**config.mk**
```make
export PLATFORM = sky130hd
export DESIGN_NAME = load_store_unit
export DESIGN_NICKNAME = d
export VERILOG_FILES = /design/src/rtl/ls_pkg.sv /design/src/rtl/load_store_unit.sv /design/src/rtl/rf_mem.sv
export SDC_FILE = /design/constraint.sdc
export NUM_CORES = 2
export LEC_CHECK = 0
export BUFFER_PORTS_ARGS = -buffer_cell sky130_fd_sc_hd__buf_4
export CORE_UTILIZATION = 25
export CTS_CLUSTER_SIZE = 40
export DETAILED_ROUTE_END_ITERATION = 7
export GPL_ROUTABILITY_DRIVEN = 0
export HOLD_SLACK_MARGIN = 0.06
export PLACE_DENSITY = 0.4
export SETUP_SLACK_MARGIN = 0.15
export SLEW_MARGIN = 30
export SYNTH_ARGS = -nofsm -noshare
export SYNTH_HDL_FRONTEND = slang
export SYNTH_SLANG_ARGS = --single-unit
```
**constraint.sdc**
```tcl
create_clock -name CLK_SYS_I -period 12 [get_ports CLK_SYS_I]
set_clock_uncertainty 0.05 [all_clocks]
set_input_delay 0.6 -clock CLK_SYS_I [delete_from_list [all_inputs] [get_ports CLK_SYS_I]]
set_output_delay 0.6 -clock CLK_SYS_I [all_outputs]
set_load 0.01 [all_outputs]
```
**src/rtl/ls_pkg.sv**
```systemverilog
package ls_pkg;

  // Register byte offsets on the register bus.
  localparam logic [7:0] CTRL_OFS      = 8'h00;
  localparam logic [7:0] INSTR_OFS     = 8'h04;
  localparam logic [7:0] INSTR_ADR_OFS = 8'h08;
  localparam logic [7:0] STATUS_OFS    = 8'h0c;
  localparam logic [7:0] RF_BASE_OFS   = 8'h40;
  localparam logic [7:0] RF_LAST_OFS   = 8'h7c;

  // Control register fields.
  localparam int CTRL_START_BIT = 0;
  localparam int CTRL_PRIV_BIT  = 1;
  localparam int CTRL_CARRY_BIT = 2;

  // Status register fields.
  localparam int STAT_BUSY_BIT   = 0;
  localparam int STAT_DONE_BIT   = 1;
  localparam int STAT_ABORT_BIT  = 2;
  localparam int STAT_ENDIAN_BIT = 3;
  localparam int STAT_CYC_LSB    = 8;

  // Instruction word fields.
  localparam int INS_IMM_BIT  = 25;
  localparam int INS_PRE_BIT  = 24;
  localparam int INS_UP_BIT   = 23;
  localparam int INS_BYTE_BIT = 22;
  localparam int INS_WB_BIT   = 21;
  localparam int INS_LOAD_BIT = 20;
  localparam int INS_BASE_LSB = 16;
  localparam int INS_RD_LSB   = 12;
  localparam int INS_AMT_LSB  = 7;
  localparam int INS_TYPE_LSB = 5;

  // Shift types of a register offset.
  localparam logic [1:0] SH_LSL = 2'h0;
  localparam logic [1:0] SH_LSR = 2'h1;
  localparam logic [1:0] SH_ASR = 2'h2;
  localparam logic [1:0] SH_ROR = 2'h3;

  // Reset values and fixed figures.
  localparam logic [31:0] CTRL_RST     = 32'h0000_0000;
  localparam logic [31:0] INSTR_RST    = 32'h0000_0000;
  localparam logic [31:0] PC_RST       = 32'h0000_0000;
  localparam logic [31:0] PC_AHEAD     = 32'h0000_0008;
  localparam logic [31:0] PC_LOW_MASK  = 32'hffff_fffc;
  localparam logic [3:0]  PC_INDEX     = 4'hf;
  localparam logic [4:0]  LSL_FREE_MAX = 5'h03;

  // Core cycle figures.
  localparam logic [3:0] CYC_BASE    = 4'h1;
  localparam logic [3:0] CYC_SHIFT   = 4'h1;
  localparam logic [3:0] CYC_PC_LOAD = 4'h4;

  typedef enum logic [3:0] {
    S_IDLE,
    S_RD_BASE,
    S_RD_OFS,
    S_RD_DATA,
    S_CALC,
    S_MEM,
    S_WR_DEST,
    S_WR_BASE
  } ls_state_t;

endpackage

```
**src/rtl/load_store_unit.sv**
```systemverilog
`timescale 1ns/1ps
`default_nettype none
module load_store_unit #(
  parameter int RF_DEPTH = 16
) (
  input  wire logic        CLK_SYS_I,
  input  wire logic        RST_B_I,
  input  wire logic [7:0]  WB_ADR_I,
  input  wire logic [31:0] WB_DAT_I,
  input  wire logic [3:0]  WB_SEL_I,
  input  wire logic        WB_WE_I,
  input  wire logic        WB_CYC_I,
  input  wire logic        WB_STB_I,
  output logic      [31:0] WB_DAT_O,
  output logic             WB_ACK_O,
  input  wire logic        ENDIAN_SELECT_I,
  output logic      [31:0] MEM_ADDR_O,
  output logic      [31:0] MEM_WDATA_O,
  output logic             MEM_REQ_O,
  output logic             MEM_WE_O,
  output logic             MEM_BYTE_O,
  output logic             MEM_USER_O,
  input  wire logic [31:0] MEM_RDATA_I,
  input  wire logic        MEM_ACK_I,
  input  wire logic        MEM_ABORT_I,
  output logic             BUSY_O,
  output logic             ABORT_TRAP_O
);
  import ls_pkg::*;

  ls_state_t   state_ff;
  logic [31:0] ctrl_ff;
  logic [31:0] instr_ff;
  logic [31:0] pc_ff;
  logic        done_ff;
  logic [3:0]  cycles_ff;
  logic [31:0] base_ff;
  logic [31:0] ofs_ff;
  logic [31:0] new_base_ff;
  logic [31:0] load_ff;
  logic        pend_ff;
  logic [31:0] rf_q;
  logic [3:0]  rf_raddr;
  logic        rf_we;
  logic [31:0] rf_wdata;
  logic [3:0]  rf_waddr;
  logic        fsm_we;
  logic [3:0]  fsm_waddr;
  logic [31:0] fsm_wdata;
  logic        endian_s1_ff;
  logic        endian_ff;
  logic [31:0] rdata_s1_ff;
  logic [31:0] rdata_ff;
  logic        ack_s1_ff;
  logic        ack_ff;
  logic        abort_s1_ff;
  logic        abort_ff;

  // Instruction fields.
  logic        f_imm;
  logic        f_pre;
  logic        f_up;
  logic        f_byte;
  logic        f_wb;
  logic        f_load;
  logic [3:0]  f_base;
  logic [3:0]  f_rd;
  logic [3:0]  f_idx;
  logic [4:0]  f_amt;
  logic [1:0]  f_type;

  assign f_imm  = instr_ff[INS_IMM_BIT];
  assign f_pre  = instr_ff[INS_PRE_BIT];
  assign f_up   = instr_ff[INS_UP_BIT];
  assign f_byte = instr_ff[INS_BYTE_BIT];
  assign f_wb   = instr_ff[INS_WB_BIT];
  assign f_load = instr_ff[INS_LOAD_BIT];
  assign f_base = instr_ff[INS_BASE_LSB +: 4];
  assign f_rd   = instr_ff[INS_RD_LSB +: 4];
  assign f_idx  = instr_ff[3:0];
  assign f_amt  = instr_ff[INS_AMT_LSB +: 5];
  assign f_type = instr_ff[INS_TYPE_LSB +: 2];

  // Register offset shifter; amount zero encodes 32 (LSR, ASR) or extended rotate (ROR).
  function automatic logic [31:0] shift_ofs(input logic [31:0] v,
                                            input logic [1:0]  ty,
                                            input logic [4:0]  amt,
                                            input logic        cin);
    logic [31:0] r;
    r = v;
    case (ty)
      SH_LSL: r = v << amt;
      SH_LSR: r = (amt == 5'h00) ? 32'h0000_0000 : (v >> amt);
      SH_ASR: r = (amt == 5'h00) ? {32{v[31]}}
                                 : 32'($signed(v) >>> amt);
      SH_ROR: r = (amt == 5'h00) ? {cin, v[31:1]}
                                 : ((v >> amt) | (v << (6'h20 - {1'b0, amt})));
      default: r = v;
    endcase
    return r;
  endfunction

  // Bus-facing bookkeeping.
  logic        wb_req;
  logic        wb_wr;
  logic        wb_en;
  logic        idle;
  logic [31:0] wmask;
  logic        rf_hit;
  logic        start;

  assign idle   = (state_ff == S_IDLE);
  assign wb_req = WB_CYC_I & WB_STB_I & ~WB_ACK_O & ~pend_ff;
  // Writes land on the edge where the master samples ack.
  assign wb_wr  = WB_ACK_O & WB_CYC_I & WB_STB_I & WB_WE_I;
  assign wmask  = {{8{WB_SEL_I[3]}}, {8{WB_SEL_I[2]}},
                   {8{WB_SEL_I[1]}}, {8{WB_SEL_I[0]}}};
  assign rf_hit = (WB_ADR_I >= RF_BASE_OFS) && (WB_ADR_I <= RF_LAST_OFS);
  assign start  = wb_wr && (WB_ADR_I == CTRL_OFS) && idle
                  && WB_SEL_I[0] && WB_DAT_I[CTRL_START_BIT];

  // Outside levels pass two flops before anything looks at them.
  always_ff @(posedge CLK_SYS_I) begin
    endian_s1_ff <= ENDIAN_SELECT_I;
    endian_ff    <= endian_s1_ff;
    rdata_s1_ff  <= MEM_RDATA_I;
    rdata_ff     <= rdata_s1_ff;
    ack_s1_ff    <= MEM_ACK_I;
    ack_ff       <= ack_s1_ff;
    abort_s1_ff  <= MEM_ABORT_I;
    abort_ff     <= abort_s1_ff;
  end

  // Wishbone slave: ack two cycles after the request, one cycle wide.
  always_ff @(posedge CLK_SYS_I) begin
    if (!RST_B_I) begin
      pend_ff  <= 1'b0;
      WB_ACK_O <= 1'b0;
    end else begin
      pend_ff  <= wb_req;
      WB_ACK_O <= pend_ff;
    end
  end

  // Read data mux; register file entries other than the PC are hidden while an access runs.
  always_ff @(posedge CLK_SYS_I) begin
    if (!RST_B_I) begin
      WB_DAT_O <= 32'h0000_0000;
    end else if (pend_ff) begin
      if (rf_hit) begin
        if (WB_ADR_I[5:2] == PC_INDEX) begin
          WB_DAT_O <= pc_ff & PC_LOW_MASK;
        end else begin
          WB_DAT_O <= idle ? rf_q : 32'h0000_0000;
        end
      end else begin
        case (WB_ADR_I)
          CTRL_OFS:      WB_DAT_O <= ctrl_ff;
          INSTR_OFS:     WB_DAT_O <= instr_ff;
          INSTR_ADR_OFS: WB_DAT_O <= pc_ff & PC_LOW_MASK;
          STATUS_OFS: begin
            WB_DAT_O <= 32'h0000_0000;
            WB_DAT_O[STAT_BUSY_BIT]   <= ~idle;
            WB_DAT_O[STAT_DONE_BIT]   <= done_ff;
            WB_DAT_O[STAT_ABORT_BIT]  <= ABORT_TRAP_O;
            WB_DAT_O[STAT_ENDIAN_BIT] <= endian_ff;
            WB_DAT_O[STAT_CYC_LSB +: 4] <= cycles_ff;
          end
          default:       WB_DAT_O <= 32'h0000_0000;
        endcase
      end
    end
  end

  // Control register; the start bit never stores, it only triggers.
  always_ff @(posedge CLK_SYS_I) begin
    if (!RST_B_I) begin
      ctrl_ff <= CTRL_RST;
    end else if (wb_wr && WB_ADR_I == CTRL_OFS) begin
      ctrl_ff <= ((ctrl_ff & ~wmask) | (WB_DAT_I & wmask))
                 & ~(32'h1 << CTRL_START_BIT);
    end
  end

  // The instruction word is frozen while it executes.
  always_ff @(posedge CLK_SYS_I) begin
    if (!RST_B_I) begin
      instr_ff <= INSTR_RST;
    end else if (wb_wr && idle && WB_ADR_I == INSTR_OFS) begin
      instr_ff <= (instr_ff & ~wmask) | (WB_DAT_I & wmask);
    end
  end

  // Program counter; the low two bits are dropped on every write.
  always_ff @(posedge CLK_SYS_I) begin
    if (!RST_B_I) begin
      pc_ff <= PC_RST;
    end else if (fsm_we && fsm_waddr == PC_INDEX) begin
      pc_ff <= fsm_wdata & PC_LOW_MASK;
    end else if (wb_wr && idle && (WB_ADR_I == INSTR_ADR_OFS ||
                 (rf_hit && WB_ADR_I[5:2] == PC_INDEX))) begin
      pc_ff <= ((pc_ff & ~wmask) | (WB_DAT_I & wmask)) & PC_LOW_MASK;
    end
  end

  // Core cycle count, fixed when the instruction starts.
  always_ff @(posedge CLK_SYS_I) begin
    if (!RST_B_I) begin
      cycles_ff <= 4'h0;
    end else if (start) begin
      if (f_load) begin
        cycles_ff <= CYC_BASE
          + ((f_imm && !(f_type == SH_LSL && f_amt <= LSL_FREE_MAX))
             ? CYC_SHIFT : 4'h0)
          + ((f_rd == PC_INDEX) ? CYC_PC_LOAD : 4'h0);
      end else begin
        cycles_ff <= CYC_BASE + (f_imm ? CYC_SHIFT : 4'h0);
      end
    end
  end

  // Done and abort flags are sticky; a new event beats a clear.
  always_ff @(posedge CLK_SYS_I) begin
    if (!RST_B_I) begin
      done_ff      <= 1'b0;
      ABORT_TRAP_O <= 1'b0;
    end else begin
      if (state_ff == S_MEM && abort_ff) begin
        ABORT_TRAP_O <= 1'b1;
      end else if (wb_wr && WB_ADR_I == STATUS_OFS && WB_SEL_I[0]
                   && WB_DAT_I[STAT_ABORT_BIT]) begin
        ABORT_TRAP_O <= 1'b0;
      end
      if ((state_ff == S_MEM && ack_ff && !abort_ff && !f_load && !wb_en)
          || state_ff == S_WR_BASE
          || (state_ff == S_WR_DEST && !wb_en)) begin
        done_ff <= 1'b1;
      end else if (wb_wr && WB_ADR_I == STATUS_OFS && WB_SEL_I[0]
                   && WB_DAT_I[STAT_DONE_BIT]) begin
        done_ff <= 1'b0;
      end
    end
  end

  // Address generation and lane steering.
  logic [31:0] ea;
  logic [31:0] xfer_addr;
  logic [4:0]  rot;
  logic [1:0]  lane;
  logic [31:0] rotated;
  logic [31:0] load_val;

  assign ea        = f_up ? base_ff + ofs_ff : base_ff - ofs_ff;
  assign xfer_addr = f_pre ? ea : base_ff;
  assign wb_en     = f_wb | ~f_pre;
  // Both endians rotate by eight per offset; big-endian lanes just count
  // from the top, which gives the same rotation for word loads.
  assign rot       = {MEM_ADDR_O[1:0], 3'h0};
  assign rotated   = (rdata_ff >> rot)
                     | (rdata_ff << (6'h20 - {1'b0, rot}));
  assign lane      = endian_ff ? ~MEM_ADDR_O[1:0]
                               : MEM_ADDR_O[1:0];
  assign load_val  = MEM_BYTE_O
                     ? {24'h00_0000, 8'(rdata_ff >> {lane, 3'h0})}
                     : rotated;

  // Register file port use by the sequencer.
  always_comb begin
    fsm_we    = 1'b0;
    fsm_waddr = f_rd;
    fsm_wdata = load_ff;
    case (state_ff)
      S_WR_DEST: fsm_we = 1'b1;
      S_WR_BASE: begin
        fsm_we    = 1'b1;
        fsm_waddr = f_base;
        fsm_wdata = new_base_ff;
      end
      default:   fsm_we = 1'b0;
    endcase
  end

  always_comb begin
    case (state_ff)
      S_RD_BASE: rf_raddr = f_base;
      S_RD_OFS:  rf_raddr = f_idx;
      S_RD_DATA: rf_raddr = f_rd;
      default:   rf_raddr = WB_ADR_I[5:2];
    endcase
  end

  assign rf_we    = (fsm_we && fsm_waddr != PC_INDEX)
                    || (wb_wr && idle && rf_hit && WB_ADR_I[5:2] != PC_INDEX);
  assign rf_waddr = fsm_we ? fsm_waddr : WB_ADR_I[5:2];
  assign rf_wdata = fsm_we ? fsm_wdata
                    : (rf_q & ~wmask) | (WB_DAT_I & wmask);

  rf_mem #(
    .WIDTH (32),
    .DEPTH (RF_DEPTH),
    .AW    (4)
  ) u_rf (
    .CLK_SYS_I (CLK_SYS_I),
    .we_i      (rf_we),
    .waddr_i   (rf_waddr),
    .wdata_i   (rf_wdata),
    .raddr_i   (rf_raddr),
    .rdata_o   (rf_q)
  );

  // Sequencer: gather operands, run the access, then write back.
  always_ff @(posedge CLK_SYS_I) begin
    if (!RST_B_I) begin
      state_ff <= S_IDLE;
    end else begin
      case (state_ff)
        S_IDLE:    if (start) state_ff <= S_RD_BASE;
        S_RD_BASE: state_ff <= S_RD_OFS;
        S_RD_OFS:  state_ff <= S_RD_DATA;
        S_RD_DATA: state_ff <= S_CALC;
        // Wait for the previous handshake to clear before a new request.
        S_CALC:    if (!ack_ff && !abort_ff) state_ff <= S_MEM;
        S_MEM: begin
          if (abort_ff) begin
            state_ff <= S_IDLE;
          end else if (ack_ff) begin
            if (f_load) begin
              state_ff <= S_WR_DEST;
            end else begin
              state_ff <= wb_en ? S_WR_BASE : S_IDLE;
            end
          end
        end
        S_WR_DEST: state_ff <= wb_en ? S_WR_BASE : S_IDLE;
        S_WR_BASE: state_ff <= S_IDLE;
        default:   state_ff <= S_IDLE;
      endcase
    end
  end

  // Operand capture; the PC reads eight ahead of the instruction.
  always_ff @(posedge CLK_SYS_I) begin
    if (!RST_B_I) begin
      base_ff     <= 32'h0000_0000;
      ofs_ff      <= 32'h0000_0000;
      new_base_ff <= 32'h0000_0000;
    end else begin
      case (state_ff)
        S_RD_OFS:  base_ff <= (f_base == PC_INDEX)
                              ? (pc_ff & PC_LOW_MASK) + PC_AHEAD
                              : rf_q;
        S_RD_DATA: ofs_ff <= f_imm
                             ? shift_ofs(rf_q, f_type, f_amt,
                                         ctrl_ff[CTRL_CARRY_BIT])
                             : {20'h0_0000, instr_ff[11:0]};
        S_CALC:    new_base_ff <= ea;
        default: base_ff <= base_ff;
      endcase
    end
  end

  // Memory request; held until the synchronised ack or abort returns.
  always_ff @(posedge CLK_SYS_I) begin
    if (!RST_B_I) begin
      MEM_REQ_O   <= 1'b0;
      MEM_ADDR_O  <= 32'h0000_0000;
      MEM_WDATA_O <= 32'h0000_0000;
      MEM_WE_O    <= 1'b0;
      MEM_BYTE_O  <= 1'b0;
      MEM_USER_O  <= 1'b0;
    end else if (state_ff == S_CALC && !ack_ff && !abort_ff) begin
      MEM_REQ_O   <= 1'b1;
      MEM_ADDR_O  <= xfer_addr;
      MEM_WE_O    <= ~f_load;
      MEM_BYTE_O  <= f_byte;
      MEM_USER_O  <= ~f_pre & f_wb & ctrl_ff[CTRL_PRIV_BIT];
      MEM_WDATA_O <= f_byte
                     ? {4{rf_q[7:0]}}
                     : ((f_rd == PC_INDEX) ? (pc_ff & PC_LOW_MASK) + PC_AHEAD
                                           : rf_q);
    end else if (state_ff == S_MEM && (ack_ff || abort_ff)) begin
      MEM_REQ_O <= 1'b0;
    end
  end

  // Load result and busy level.
  always_ff @(posedge CLK_SYS_I) begin
    if (!RST_B_I) begin
      load_ff <= 32'h0000_0000;
      BUSY_O  <= 1'b0;
    end else begin
      if (state_ff == S_MEM && ack_ff && !abort_ff) begin
        load_ff <= load_val;
      end
      BUSY_O <= start || (!idle && !(state_ff == S_WR_BASE)
                && !(state_ff == S_MEM && abort_ff)
                && !(state_ff == S_MEM && ack_ff && !f_load && !wb_en)
                && !(state_ff == S_WR_DEST && !wb_en));
    end
  end

endmodule
`default_nettype wire

```
**src/rtl/rf_mem.sv**
```systemverilog
`timescale 1ns/1ps
`default_nettype none
module rf_mem #(
  parameter int WIDTH = 32,
  parameter int DEPTH = 16,
  parameter int AW    = 4
) (
  input  wire logic             CLK_SYS_I,
  input  wire logic             we_i,
  input  wire logic [AW-1:0]    waddr_i,
  input  wire logic [WIDTH-1:0] wdata_i,
  input  wire logic [AW-1:0]    raddr_i,
  output logic      [WIDTH-1:0] rdata_o
);

  logic [WIDTH-1:0] mem_ff [DEPTH];

  // Contents need no reset; software loads them before use.
  always_ff @(posedge CLK_SYS_I) begin
    if (we_i) begin
      mem_ff[waddr_i] <= wdata_i;
    end
  end

  // Read data leave through a register, one cycle after the address.
  always_ff @(posedge CLK_SYS_I) begin
    rdata_o <= mem_ff[raddr_i];
  end

endmodule
`default_nettype wire

```
== Yosys cells after proc, flatten, opt, wreduce, memory -nomap -nowiden ==
Memory sizes are Yosys's and may differ from the RTL's. A register that Yosys moved wholly into a read port is not among the register bits.
Cells that the tools add are included.

* Add/sub/neg operators: 8
* Order comparisons: 3
* Equal/unequal tests: 22
* Shift-type cells: 7
* Mux-type cells: 43
* Bitwise logic cells: 27
* Reductions and logical operators: 61

{| class="wikitable"
|+ Operator list
! kind !! number
|-
| $mux 32 || 17
|-
| $pmux 32 s4 || 2
|-
| $or 32x32->32 || 6
|-
| $and 32x32->32 || 5
|-
| $shl 32x6->32 || 2
|-
| $shr 32x5->32 || 2
|-
| $logic_and 1x1->1 || 35
|-
| $add 32x32->32 || 1
|-
| $add 32x4->32 const B || 1
|-
| $not 32->32 || 1
|-
| $shl 32x5->32 || 1
|-
| $shr 32x5->8 || 1
|-
| $sshr 32x5->32 || 1
|-
| $sub 32x32->32 || 1
|-
| $mux 4 || 7
|-
| $pmux 4 s7 || 1
|-
| $eq 4x3->1 const B || 4
|-
| $eq 4x4->1 const B || 4
|-
| $eq 8x4->1 const B || 2
|-
| $pmux 4 s3 || 1
|-
| $sub 6x5->6 const A || 2
|-
| $mux 1 || 11
|-
| $logic_not 1->1 || 10
|-
| $mux 3 || 3
|-
| 27 further kinds || 50
|}

* Flip-flop bits (word level): 404
* RAM bits: 512
* Bits of input ports: 84
* Output and inout bits: 103
* Word-level logic and storage cells: 201
* Memories: 1

{| class="wikitable"
|+ Memory list
! memory !! words !! width !! rd ports !! clocked after Yosys merged registers in !! write ports !! RTL line !! source
|-
| u_rf.mem_ff || 16 || 32 || 1 || 1 || 1 || rf_mem.sv:16 || <nowiki>logic [WIDTH-1:0] mem_ff [DEPTH];</nowiki>
|}

== Longest topological paths before layout ==
* Depth after elaboration: 9
* Mapped depth: 19
* Depth with buffers taken out: 18

== By module ==
Synthesis repeated with hierarchy kept, for this count alone.

* Cell total of the unflattened synthesis: 4393
* Area, all modules: 46509.6 µm²

{| class="wikitable"
|+ Modules (own cells, without submodules)
! module !! times used !! cells an instance !! area an instance (µm²) !! seq. area each (µm²)
|-
| load_store_unit || 1 || 3555 || 26655.6 || 8047.7
|-
| rf_mem || 1 || 838 || 19854.0 || 16015.4
|}

== Least setup slack after synthesis ==
OpenSTA, ideal clock, no wires.

* Path kind: reg2reg
* Start: register ofs_ff[0]
* End: register MEM_ADDR_O[30]
* Library setup time: 70 ps
* Arrival time: 3763 ps
* Data required time: 11880 ps
* Setup slack: 8117 ps
* Cell stages (with the launch flop): 16
* Path buffers: 0
* Clock period less this slack: 3883 ps
* Cell sequence: dfxtp_1 or4_1 nor3_1 and3b_1 nor2b_1 a21oi_1 xor2_1 ha_1 nand4_1 a2111o_1 o211ai_1 o2111a_1 o2111ai_2 nand4_1 or4b_1 a21oi_1

* Cells in the longest elaborated chain, start to end: 3
* Elaborated cells between the ends (all ways): 4
* Classes of those cells: add/sub (2); mux (2)

{| class="wikitable"
|+ RTL lines
! item !! RTL line !! source
|-
| start, declared || load_store_unit.sv:38 || <nowiki>logic [31:0] ofs_ff;</nowiki>
|-
| start signal, assigned || load_store_unit.sv:352 || <nowiki>S_RD_DATA: ofs_ff <= f_imm</nowiki>
|-
| $sub 32x32->32 / $add 32x32->32 (equally long branches) || load_store_unit.sv:253 || <nowiki>assign ea = f_up ? base_ff + ofs_ff : base_ff - ofs_ff;</nowiki>
|-
| $mux 32 (*) || load_store_unit.sv:253 ||
|-
| $mux 32 (*) || load_store_unit.sv:254 || <nowiki>assign xfer_addr = f_pre ? ea : base_ff;</nowiki>
|-
| end signal, assigned || load_store_unit.sv:373 || <nowiki>MEM_ADDR_O <= xfer_addr;</nowiki>
|-
| end, declared || load_store_unit.sv:17 || <nowiki>output logic [31:0] MEM_ADDR_O,</nowiki>
|}

Every way passes the cells marked *; elsewhere a longest branch is shown, timed or not.
A chain may end at the register's enable or synchronous reset.

== Worst setup path in the final report ==
Ends and elaborated chain as after synthesis.

==> summary.txt <==
Floorplan
  – Site Rows: 158
  – Starting Density: 0.252
  – Top Ports: 187
  – Die width: 435 um
  – Core area: 186000 sq um
  – Die Y: 435 um
  – Die ar.: 189000 sq um

Clock tree
  – Worst-path clk slew: 70 ps
  – Root Buffer: clkbuf_16
  – CTS resizes: 0
  – # hold bufs at CTS: 64
  – H-tree depth: 3
  – Num CTS Buffers: 103
  – CTS tree: built
  – CTS sink cnt: 946
  – Number of buffers added for setup after CTS: 0
  – Clk_lat worst skew: 760 ps
  – Buffer levels on the longest clock path: 3

Place
  – Cells after DPL: 6714
  – HPWL Detailed: 132 mm
  – Port Buffers: 186

Layout
  – Fin nets: 4532
  – Max FFs per register: 512
  – Area growth from synthesis to layout: 18.5%
  – # fillers: 19200
  – Share of layout cells above drive strength 1: 0.188
  – Most flop-heavy register: u_rf.mem_ff
  – Post-Layout Cell Count: 6975

Yosys
  – Synth cell types: 90
  – Most used flip-flop cell after synthesis: edfxtp_1
  – Mapped Cells: 4242
  – Post-synth top cells: edfxtp_1 (512), dfxtp_1 (434), nand2_1 (407), a21oi_1 (392), nor2_1 (361)
  – Ys async rst share: 0
  – Ranking of synthesized cells by area: edfxtp_1 (33%), dfxtp_1 (19%), mux4_2 (9.6%)
  – Post-synth top area share: 0.328
  – Post-synth EDFFs: 512
  – Per-instance average area after synthesis: 11.0 sq um
  – Post-synthesis sequential area ratio: 0.514
  – Synth warn: 0
  – Most numerous cell in the Yosys netlist: edfxtp_1
  – Register bit total from synthesis: 946
  – Cell taking the most area after synthesis: edfxtp_1
  – Mapped cell area: 46900 sq um

Timing
  – Worst-Margin Slew: 997 ps
  – Worst slew margin: 0.335
  – Max frequency: 218 MHz
  – Setup Total Neg Slack: 0 ps
  – Minimum clock period: 4580 ps
  – Final worst-path cycle share: 0.381
  – Final hold violation count: 0
  – Slew Limit Fails: 0
  – RSZ-0062 raised after global routing: no
  – # setup viols final: 0

Pwr
  – Clock network fraction of total power: 0.338
  – Seq pwr share: 0.377
  – Maximum vdd drop: 0.000156 V
  – Comb pwr share: 0.285
  – Leakage power: 19.2 nW
  – NetSw: 3.41 mW
  – Internal power: 6.60 mW
  – Sw Share: 0.341
  – Power Dens Cells: 180 nW/um^2

Global routing
  – First-pass GRT wire length: 276 mm
  – Initial antenna violation count: 13
  – Total global-route track usage: 0.201
  – Vias in the first global route: 35500
  – Grt total ovfl: 0
  – Largest net degree at the start of global routing: 129

Route
  – Highest routed layer: met5
  – Routed length on met3: 11.6 mm
  – Post-route DRC: 0
  – Vias post-DR: 36800
  – Routed Antenna Nets: 0
  – Wire length on met1: 87.1 mm
  – DRT Pass-1 Iters: 8
  – Met2 WL: 90.4 mm
  – Wire per inst: 28.1 um
  – 1st-iter DRT viols: 3915
  – Vias per cell: 5.28
  – Final WL: 196 mm

Min path
  – Hold Crit Class: in -> reg

Critical path
  – Worst setup EP type: register
  – CP Max Fanout: 6
  – Startpoint type of the worst setup path: register
  – Worst path bufs/invs: 0
  – Critical path type: reg -> reg
  – Critical-path cell list: or4_1, nor3_1, and3b_1, nor2b_1, a21oi_1, xor2_1, ha_1, nand4_1, a2111o_1, o211ai_1, o2111a_1, o2111ai_2, nand4_1, or4b_1, a21oi_1
  – CP required: 12590 ps
  – Crit path DAT: 5160 ps
  – Cell family with most CP delay: simple AND/OR/NAND/NOR gates
  – Worst path max stage delay: 580 ps
  – Critical-path top delay cell: or4_1

Run status
  – Status: finished clean

Flow run
  – Max_cap viols: 0
## path summary, 6_finish.rpt
check	startpoint	endpoint	slack, ps	cells past startpoint
setup / recovery	ofs_ff[0]	MEM_ADDR_O[30]	7420	15
hold / removal	WB_DAT_I[16]	register	120	3
setup reg to reg	ofs_ff[0]	MEM_ADDR_O[30]	7420	15
hold reg to reg	rdata_s1_ff[2]	rdata_ff[2]	270	0
## cell type report
type | count | area [sq um] | share of cell area
sequential | 946 | 24100 | 0.434
inverter | 43 | 169 | 0.00304
antenna | 2 | 5.00 | 0.0000902
clock buffer | 145 | 2980 | 0.0537
timing repair buffer | 382 | 3060 | 0.0551
tap | 2480 | 3100 | 0.0559
multi-input combinational | 2927 | 21500 | 0.387
clock inverter | 50 | 626 | 0.0113
## logic make-up (layout without fill, tap and decap cells)
logic type	count (synthesis)	count (layout)	share of synthesized area
adders and majority gates	45	45	0.0122
other	1	34	0.0000800
muxes	471	471	0.158
and+or+nand+nor	1126	1126	0.107
AOI/OAI and AO/OA	1163	1163	0.157
buffers and inverters	400	620	0.0362
xor gates and xnor gates	90	90	0.0171
DFF	946	946	0.514
## metrics by stage
stage	worst slack, ps	utilization	total power, mW	area (sq um)	hold WS (ps)
after floorplan	8120	-	5.41	47000	260
after global placement	7470	0.276	6.64	51200	262
after detailed placement	7420	0.276	6.62	51200	262
after CTS	7410	0.299	10.0	55500	60.6
after global routing	7120	0.299	10.4	55500	87.0
final	7420	0.299	10.0	55500	125
## routing by layer
layer / GRT usage / vias to the layer above
li1: - / 16400
met1: 0.277 / 18800
met2: 0.319 / 1345
met5: 0 / -
met3: 0.0307 / 319
met4: 0.0672 / 2
## placed cells by master, fill, tap and decap left out, types with 17 or more instances in the layout
master / count
nand2_1: 404
inv_1: 37
nor3_1: 52
and2_1: 17
mux2_2: 84
a211oi_1: 159
conb_1: 32
o211ai_1: 29
o21ai_0: 212
clkinv_2: 17
dfxtp_1: 426
nand4_1: 22
a31oi_1: 26
xnor2_1: 40
a22oi_1: 56
a21oi_1: 388
clkbuf_1: 21
nor2_1: 343
a221oi_1: 54
ha_1: 43
nor2b_1: 49
mux4_2: 200
buf_4: 315
dlygate4sd3_1: 64
edfxtp_1: 512
xor2_1: 46
clkbuf_16: 107
o21ai_1: 31
nand3_1: 126
mux2i_1: 183
a21o_1: 20
## tightest hold or removal path: stages
cell and delay, ps:
buf_4 150, nand3_1 70, a21oi_1 50
## power by group through the flow
stage,combinational [mW],sequential [mW],clock [mW]
global placement,2.80,3.84,0
finish,2.85,3.77,3.39
CTS,2.81,3.77,3.46
detailed placement,2.78,3.84,0
global route,2.99,3.78,3.58
floorplan,1.60,3.82,0
Note: power is estimated with default switching activity, not from simulation.
